### src/include/rsc_pkg.sv
// package for the reference switchover control block: register map, fields, states, timing
// assumes an avalon-mm slave with 32-bit data and word-aligned byte addresses
// Summary of operation
// - redundancy enable bit 0 selects manual switching, 1 selects automatic redundancy.
// - at most one automatic switchover per device reset, initial to alternate.
// - automatic mode switches to alternate when monitor reports active frequency out of window.
// - after automatic switchover the alternate stays active until reset, whatever its accuracy.
// - initial automatic reference is the select pin level when redundancy enable is set.
// - manual request comes from pin when soft enable is 0, from soft bit when 1.
// - request 0 makes primary active, request 1 makes secondary active.
// - in manual mode the monitor out-of-window result never changes reference.
// - with smooth switching enabled, the change waits for minimal phase offset.
// - with smooth switching disabled, the change is immediate.
// - active reference pin and status bit read 0 for primary, 1 for secondary.
// - switch-in-progress rises when request changes and falls when the switch completes.
// - request changes during a smooth switch in progress are ignored.
// - if either reference is absent, the smooth switch stalls and keeps current reference.
// - with smooth switching enabled, if requested reference failed, keep current and complete when it returns.
// - a stalled pending switch is cancelled only by device reset.
// - loss of reference reads 1 when no clock or below about 1 MHz, else 0.
// - monitor in/out-of-window result is the automatic switchover trigger.
package rsc_pkg;
  // printed offsets are not multiples of four, so byte address = 4 * index
  localparam logic [11:0] RSC_IDX_CTRL    = 12'h082;
  localparam logic [11:0] RSC_IDX_STATUS  = 12'h021;
  localparam int          RSC_ADDR_W      = 14;
  localparam logic [13:0] RSC_ADDR_CTRL   = {RSC_IDX_CTRL, 2'b00};
  localparam logic [13:0] RSC_ADDR_STATUS = {RSC_IDX_STATUS, 2'b00};
  localparam logic [7:0]  RSC_CTRL_RESET  = 8'h00;
  localparam logic [31:0] RSC_UNMAPPED    = 32'h00000000;
  // control field positions
  localparam int RSC_B_SOFT_SEL    = 0;
  localparam int RSC_B_SOFT_EN     = 1;
  localparam int RSC_B_REDUND_EN   = 2;
  localparam int RSC_B_NO_SMOOTH   = 3;
  // status field positions
  localparam int RSC_B_LOR_PRI     = 0;
  localparam int RSC_B_LOR_SEC     = 1;
  localparam int RSC_B_ACTIVE      = 3;
  localparam int RSC_B_IN_PROGRESS = 6;
  localparam int RSC_B_AUTO_DONE   = 7;
  // one wait state on every access
  localparam int RSC_WAIT_CYCLES   = 1;
  typedef enum logic [3:0] {
    RSC_IDLE  = 4'b0001,
    RSC_WAIT  = 4'b0010,
    RSC_SWAP  = 4'b0100,
    RSC_DONE  = 4'b1000
  } rsc_state_t;
endpackage

### src/rtl/rsc_sync.sv
// two-flop synchroniser for a single level
// assumes the input may change at any time relative to ref_clk
`timescale 1ns/1ps
module rsc_sync (
  input  wire logic ref_clk,
  input  wire logic sys_rst,
  input  wire logic async_in,
  output logic      sync_out
);
  logic meta;

  // the first stage feeds only the second
  always_ff @(posedge ref_clk) begin
    if (sys_rst) begin
      meta     <= 1'b0;
      sync_out <= 1'b0;
    end else begin
      meta     <= async_in;
      sync_out <= meta;
    end
  end
endmodule

### src/rtl/rsc_top.sv
// reference switchover control: manual and single-shot automatic selection of the synthesizer reference
// assumes lor and monitor inputs are synchronous to ref_clk; avalon-mm slave with waitrequest
//
// Chosen here: the Avalon-MM slave port.
`timescale 1ns/1ps
module rsc_top
  import rsc_pkg::*;
(
  input  wire logic                  ref_clk,
  input  wire logic                  sys_rst,
  input  wire logic [RSC_ADDR_W-1:0] avs_address,
  input  wire logic                  avs_read,
  input  wire logic                  avs_write,
  input  wire logic [31:0]           avs_writedata,
  input  wire logic [3:0]            avs_byteenable,
  output logic [31:0]                avs_readdata,
  output logic                       avs_waitrequest,
  input  wire logic                  reference_select,
  input  wire logic                  loss_of_reference_primary,
  input  wire logic                  loss_of_reference_secondary,
  input  wire logic                  monitor_out_of_window,
  input  wire logic                  phase_offset_minimal,
  output logic                       active_reference_indicator,
  output logic                       switch_in_progress_indicator
);
  logic [7:0]  reference_switch_control;
  logic        sel_sync;
  logic        wait_done;
  logic        initial_ref;
  logic        auto_done;
  logic        pending_target;
  logic        request;
  logic        redund_prev;
  logic        next_active;
  rsc_state_t  state;

  wire ctrl_soft_sel  = reference_switch_control[RSC_B_SOFT_SEL];
  wire ctrl_soft_en   = reference_switch_control[RSC_B_SOFT_EN];
  wire ctrl_redund_en = reference_switch_control[RSC_B_REDUND_EN];
  wire ctrl_no_smooth = reference_switch_control[RSC_B_NO_SMOOTH];

  rsc_sync u_sel_sync (
    .ref_clk  (ref_clk),
    .sys_rst  (sys_rst),
    .async_in (reference_select),
    .sync_out (sel_sync)
  );

  // ---------------- avalon-mm slave ----------------
  wire access  = avs_read | avs_write;
  wire hit_ctl = (avs_address == RSC_ADDR_CTRL);
  wire hit_sts = (avs_address == RSC_ADDR_STATUS);
  wire commit  = access & wait_done;

  assign avs_waitrequest = access & ~wait_done;

  always_ff @(posedge ref_clk) begin
    if (sys_rst) begin
      wait_done <= 1'b0;
    end else begin
      wait_done <= access & ~wait_done;
    end
  end

  always_ff @(posedge ref_clk) begin
    if (sys_rst) begin
      reference_switch_control <= RSC_CTRL_RESET;
    end else if (commit && avs_write && hit_ctl && avs_byteenable[0]) begin
      reference_switch_control <= avs_writedata[7:0];
    end
  end

  always_ff @(posedge ref_clk) begin
    if (sys_rst) begin
      avs_readdata <= RSC_UNMAPPED;
    end else if (access && !wait_done && avs_read) begin
      if (hit_ctl) begin
        avs_readdata <= {24'h000000, reference_switch_control};
      end else if (hit_sts) begin
        avs_readdata <= RSC_UNMAPPED;
        avs_readdata[RSC_B_LOR_PRI]     <= loss_of_reference_primary;
        avs_readdata[RSC_B_LOR_SEC]     <= loss_of_reference_secondary;
        avs_readdata[RSC_B_ACTIVE]      <= active_reference_indicator;
        avs_readdata[RSC_B_IN_PROGRESS] <= switch_in_progress_indicator;
        avs_readdata[RSC_B_AUTO_DONE]   <= auto_done;
      end else begin
        avs_readdata <= RSC_UNMAPPED;
      end
    end
  end

  // ---------------- request source ----------------
  // capture the initial reference on the rising edge of the redundancy enable
  always_ff @(posedge ref_clk) begin
    if (sys_rst) begin
      redund_prev <= 1'b0;
      initial_ref <= 1'b0;
    end else begin
      redund_prev <= ctrl_redund_en;
      if (ctrl_redund_en && !redund_prev) begin
        initial_ref <= sel_sync;
      end
    end
  end

  // single shot: once taken, auto_done holds until reset
  always_ff @(posedge ref_clk) begin
    if (sys_rst) begin
      auto_done <= 1'b0;
    end else if (ctrl_redund_en && redund_prev && !auto_done
                 && monitor_out_of_window && state == RSC_IDLE
                 && active_reference_indicator == initial_ref) begin
      auto_done <= 1'b1;
    end
  end

  always_comb begin
    if (ctrl_redund_en) begin
      request = auto_done ? ~initial_ref : initial_ref;
    end else if (ctrl_soft_en) begin
      request = ctrl_soft_sel;
    end else begin
      request = sel_sync;
    end
  end

  // ---------------- switchover state machine ----------------
  wire request_change = (request != active_reference_indicator);
  wire either_absent  = loss_of_reference_primary | loss_of_reference_secondary;

  always_comb begin
    next_active = active_reference_indicator;
    if (state == RSC_SWAP) begin
      next_active = pending_target;
    end
  end

  always_ff @(posedge ref_clk) begin
    if (sys_rst) begin
      state          <= RSC_IDLE;
      pending_target <= 1'b0;
    end else begin
      case (state)
        RSC_IDLE: begin
          if (request_change) begin
            pending_target <= request;
            state          <= ctrl_no_smooth ? RSC_SWAP : RSC_WAIT;
          end
        end
        RSC_WAIT: begin
          // later request edges are dropped here; only reset clears a stall
          if (!either_absent && phase_offset_minimal) begin
            state <= RSC_SWAP;
          end
        end
        RSC_SWAP: begin
          state <= RSC_DONE;
        end
        RSC_DONE: begin
          state <= RSC_IDLE;
        end
        default: begin
          state <= RSC_IDLE;
        end
      endcase
    end
  end

  always_ff @(posedge ref_clk) begin
    if (sys_rst) begin
      active_reference_indicator <= 1'b0;
    end else begin
      active_reference_indicator <= next_active;
    end
  end

  // in progress from request capture until the return to idle
  always_ff @(posedge ref_clk) begin
    if (sys_rst) begin
      switch_in_progress_indicator <= 1'b0;
    end else if (state == RSC_IDLE) begin
      switch_in_progress_indicator <= request_change;
    end else if (state == RSC_DONE) begin
      switch_in_progress_indicator <= 1'b0;
    end
  end
endmodule

### config.mk
export PLATFORM = sky130hd
export DESIGN_NAME = rsc_top
export DESIGN_NICKNAME = d
export VERILOG_FILES = /design/src/include/rsc_pkg.sv /design/src/rtl/rsc_sync.sv /design/src/rtl/rsc_top.sv
export SDC_FILE = /design/constraint.sdc
export NUM_CORES = 1
export LEC_CHECK = 0
export BUFFER_PORTS_ARGS = -buffer_cell sky130_fd_sc_hd__buf_2
export CAP_MARGIN = 20
export CORE_AREA = 8 8 69 71
export DETAILED_ROUTE_END_ITERATION = 10
export DIE_AREA = 0 0 77 79
export GPL_TIMING_DRIVEN = 0
export MAX_ROUTING_LAYER = met4
export PLACE_DENSITY = 0.87
export SLEW_MARGIN = 25
export SYNTH_ARGS = -nofsm -noshare
export SYNTH_HDL_FRONTEND = slang
export SYNTH_SLANG_ARGS = --single-unit
### constraint.sdc
create_clock -name ref_clk -period 2.43 [get_ports ref_clk]
set_input_delay 0.243 -clock ref_clk [delete_from_list [all_inputs] [get_ports ref_clk]]
set_output_delay 0.243 -clock ref_clk [all_outputs]
set_load 0.005 [all_outputs]
Word level (Yosys, flattened, before mapping)
Cells that the tools add are included.
- eq/ne operators: 10
- mux-type cells: 11
- bitwise gates (word level): 6
- reductions and logical operators: 19
- operator list (cell ; count):
    $mux W8 ; 2
    $eq A14 B10 Y1 const B ; 1
    $eq A14 B8 Y1 const B ; 1
    $logic_and A1 B1 Y1 ; 12
    $pmux W4 S3 ; 1
    $mux W4 ; 2
    $mux W1 ; 5
    $eq A4 B1 Y1 const B ; 1
    $eq A4 B2 Y1 const B ; 1
    $eq A4 B3 Y1 const B ; 1
    $eq A4 B4 Y1 const B ; 1
    $logic_not A1 Y1 ; 4
    $ne A2 B2 Y1 const B ; 2
    $reduce_and A2 Y1 ; 2
    $mux W3 ; 1
    $and A1 B1 Y1 ; 2
    $not A1 Y1 ; 2
    $or A1 B1 Y1 ; 2
    $reduce_bool A2 Y1 ; 1
    $eq A1 B1 Y1 ; 1
    $ne A1 B1 Y1 ; 1
- bits in registers: 53
- output and inout bits: 35
- logic and storage cells: 58

Longest topological paths before layout
- depth after elaboration: 6
- mapped depth: 5

Cells and area by module
Synthesis repeated with hierarchy kept, for this count alone.
- cells, all modules: 167
- area total of the unflattened synthesis: 1452.6 um^2
- by module, submodules not included (module ; times used ; cells an instance ; area an instance (um^2) ; sequential area each (um^2)):
    rsc_top ; 1 ; 163 ; 1400.1 ; 540.5
    rsc_sync ; 1 ; 4 ; 52.6 ; 40.0

Least setup slack after synthesis
No wires, ideal clock.
- path type: input to register
- from: input port avs_address[11]
- to: register reference_switch_control[2]
- arrival: 1.915 ns
- data required time: 2.309 ns
- slack: 0.394 ns
- cell stages on the path: 5
- path through: or4_4 nor4_4 and4_4 buf_12 mux2_4
- cells in the longest elaborated chain, start to end: 3
- RTL lines (element ; RTL line ; text):
    start, declared ; rsc_top.sv:11 ; input wire logic [RSC_ADDR_W-1:0] avs_address,
    $eq A14 B10 Y1 ; rsc_top.sv:51 ; wire hit_ctl = (avs_address == RSC_ADDR_CTRL);
    $logic_and A1 B1 Y1 (2 in a row) ; rsc_top.sv:68 ; end else if (commit && avs_write && hit_ctl && avs_byteenable[0]) begin
    end signal, assigned ; rsc_top.sv:69 ; reference_switch_control <= avs_writedata[7:0];
    end, declared ; rsc_top.sv:26 ; logic [7:0] reference_switch_control;
Every way passes these cells.
A chain may end at the register's enable or synchronous reset.

Worst setup path after layout
Ends and elaborated chain as after synthesis.

==> results.py <==
metrics = {
    "status": {
        "outcome": "completed",
    },
    "cells_and_area": {
        "multiInputGateArea_um2": 773,
        "area_growth_pct": 32.7,
        "fin_area_um2": 1980,
        "regArea_um2": 581,
        "layout.nets": 293,
        "n_fill_cell": 352,
        "antenna_cells": 0,
        "drive_above_1_share_pct": 34.5,
    },
    "yosys": {
        "synth_top_cell_by_area": "dfxtp_1",
        "async_reset_ff_share_pct": 0,
        "syn_inst": 163,
        "synth.avg_cell_area_um2": 9.17,
        "syn-cell-area_um2": 1490,
        "ys_top_cells_by_area": "dfxtp_1, buf_4, mux2i_1",
        "ys_seq_elements": 29,
        "synth_flop_cell": "dfxtp_1",
        "synth_edf_count": 0,
        "synth_cell_types": 37,
        "synthTopCellsByCount": "dfxtp_1, buf_4, nand2b_1, nor2_1, mux2i_1",
        "netlist.area_leader.share_pct": 38.9,
        "synth-warning-count": 0,
        "yosysMostFrequentCell": "dfxtp_1",
        "yosysSeqAreaShare_pct": 38.9,
    },
    "placement": {
        "io_buffers": 41,
        "dpl.hpwl_um": 2920,
        "dp_slack_ns": 0.108,
        "place.gp.congestion": 0.807,
        "dpl_cell_area_um2": 1850,
    },
    "flow_run": {
        "max_cap_viol_count": 0,
    },
    "grt": {
        "grt_max_degree": 11,
        "track_usage_pct": 12.3,
        "grt_use_met3_pct": 5.53,
        "gr-max-usage-layer": "met2",
        "gr-total-overflow": 0,
        "first_global_vias": 1336,
        "met1_usage_pct": 11.3,
        "grt_antenna_before_repair": 0,
        "grt_pass1_wl_um": 5910,
        "met2_usage_pct": 21.5,
    },
    "floorplanning": {
        "die_w_um": 77,
        "start_util_pct": 39.3,
        "dieArea_um2": 6080,
        "die_h_um": 79,
        "core_area_um2": 3800,
        "rows": 23,
        "io_pins": 94,
    },
    "clocking": {
        "clock-sinks": 29,
        "insertion_delay_ns": 0.28,
        "cts_tree": "yes",
        "cts-hold-fix-buffers": 0,
        "ctsResizeCount": 0,
        "htree_levels": 2,
        "cts_max_path_buffers": 2,
        "cts-root-buf": "clkbuf_8",
        "post_cts_buffers": 0,
        "clk_pin_slew_ns": 0.06,
        "cts_made_buffers": 5,
    },
    "drt": {
        "first_iter_violations": 91,
        "wl_per_cell_um": 12.7,
        "postRouteAntennaNets": 0,
        "drc_errors": 0,
        "wl_um": 3610,
        "vias_per_cell": 4.48,
        "vias": 1278,
        "firstDrtPassIters": 4,
    },
    "timing": {
        "period_share_pct": 82.3,
        "fin_skew_ns": 0.00583,
        "tightest_slew_ns": 0.852,
        "slew_viol_final": 0,
        "fmax_mhz": 500,
        "rsz0062_at_grt": "no",
        "slew_headroom_pct": 42.6,
        "finalHoldViolations": 0,
        "setup_viol_count_final": 0,
        "fin_crit_ns": 2.00,
        "postLayoutSetupSlackWorst_ns": 0.431,
        "finalHoldWorstSlack_ns": 0.178,
        "fin_setup_tns_ns": 0,
    },
    "power_and_ir_drop": {
        "power_uw": 1220,
        "p_leak_uw": 0.000887,
        "powerDensity_nw_per_um2": 617,
        "irDropWorstVdd_uv": 289,
    },
    "setup_path": {
        "reg2reg_slack_ns": 0.81,
        "crit_required_ns": 2.60,
        "critPathKind": "input pin to flop",
        "worstPathArrival_ns": 2.17,
        "cp_slowest_cell": "or4_4",
        "start_kind": "input pin",
        "endpoint_kind": "flop",
        "worstPathMaxFanout": 9,
        "crit_chain": "buf_2 > or4_4 > nor4_4 > and4_4 > buf_12 > mux2_4",
        "slowest_delay_ns": 0.55,
    },
    "hold_path": {
        "hp-class": "input pin to flop",
    },
}
-- placed cells by master, fill, tap and decap left out, types with 2 or more instances in the layout --
| cell type | n |
|---|---|
| a21oi_1 | 5 |
| a221oi_1 | 5 |
| buf_1 | 2 |
| buf_2 | 41 |
| buf_4 | 24 |
| bufinv_16 | 2 |
| clkbuf_1 | 4 |
| clkbuf_8 | 5 |
| conb_1 | 24 |
| dfxtp_1 | 29 |
| mux2i_1 | 10 |
| nand2_1 | 5 |
| nand2b_1 | 15 |
| nand3_1 | 3 |
| nor2_1 | 15 |
| nor2b_1 | 7 |
| nor3_1 | 9 |
| nor4b_1 | 2 |
| o21ai_0 | 3 |
| or3_1 | 3 |
| xnor2_1 | 2 |
-- where the power goes --
group,internal [µW],switching (µW),total (µW)
clock network,407,181,588
registers,488,8.78,497
logic,74.8,63.3,138
total,970,253,1220
-- critical path, delay by kind of cell --
kind	cells	cell delay [ns]
multiplexers	1	0.29
AND/OR/NAND/NOR	3	1.40
buffers and inverters	2	0.23
-- cell type report --
type                            instances  share of cell area, %
Buffer                                 31                   11.2
Clock inverter                          3                   3.28
Multi-Input combinational cell        125                   39.0
Timing Repair Buffer                   41                   10.4
Tap cell                               50                   3.16
Clock buffer                            5                   3.47
Sequential cell                        29                   29.3
Inverter                                1                  0.189
-- final timing paths --
check                                 startpoint                          end  depth (start not counted)
worst max-delay path             avs_address[11]  reference_switch_control[2]                          6
worst min-delay path            reference_select              u_sel_sync.meta                          2
worst max register to register          state[1]                     state[2]                          4
worst min register to register   avs_readdata[4]              avs_readdata[4]                          2
-- routing by layer --
layer / part of all wire [%] / wire [µm] / up-vias
met5: 0 / 0 / -
met4: 1.9 / 68 / 0
met3: 9.5 / 342 / 7
met2: 51 / 1840 / 53
met1: 38 / 1360 / 563
li1: - / - / 655
-- cell families (layout without fill, tap and decap cells) --
logic type	after synthesis	in the layout	synth area share, %
xor+xnor	3	3	1.76
flops	29	29	38.9
mux	12	12	8.46
compound gates	17	17	7.79
simple gates	69	69	27.7
buf+inv	32	81	15.2
other cells	1	24	0.251
-- per-stage QoR --
step	util, %	instances
2_1_floorplan	-	186
3_3_place_gp	48.6	277
3_5_place_dp	48.6	277
4_1_cts	52.2	285
5_1_grt	52.2	285
6_report	52.2	285
-- flip-flops by register name, summed over array words and instances, names as in the netlist --
register                      flops
reference_switch_control          8
active_reference_indicator        1
avs_readdata                      8
state                             4
pending_target                    1
switch_in_progress_indicator      1
u_sel_sync.meta                   1
redund_prev                       1
wait_done                         1
u_sel_sync.sync_out               1
auto_done                         1
initial_ref                       1
Power figures use the tool's default switching activity.
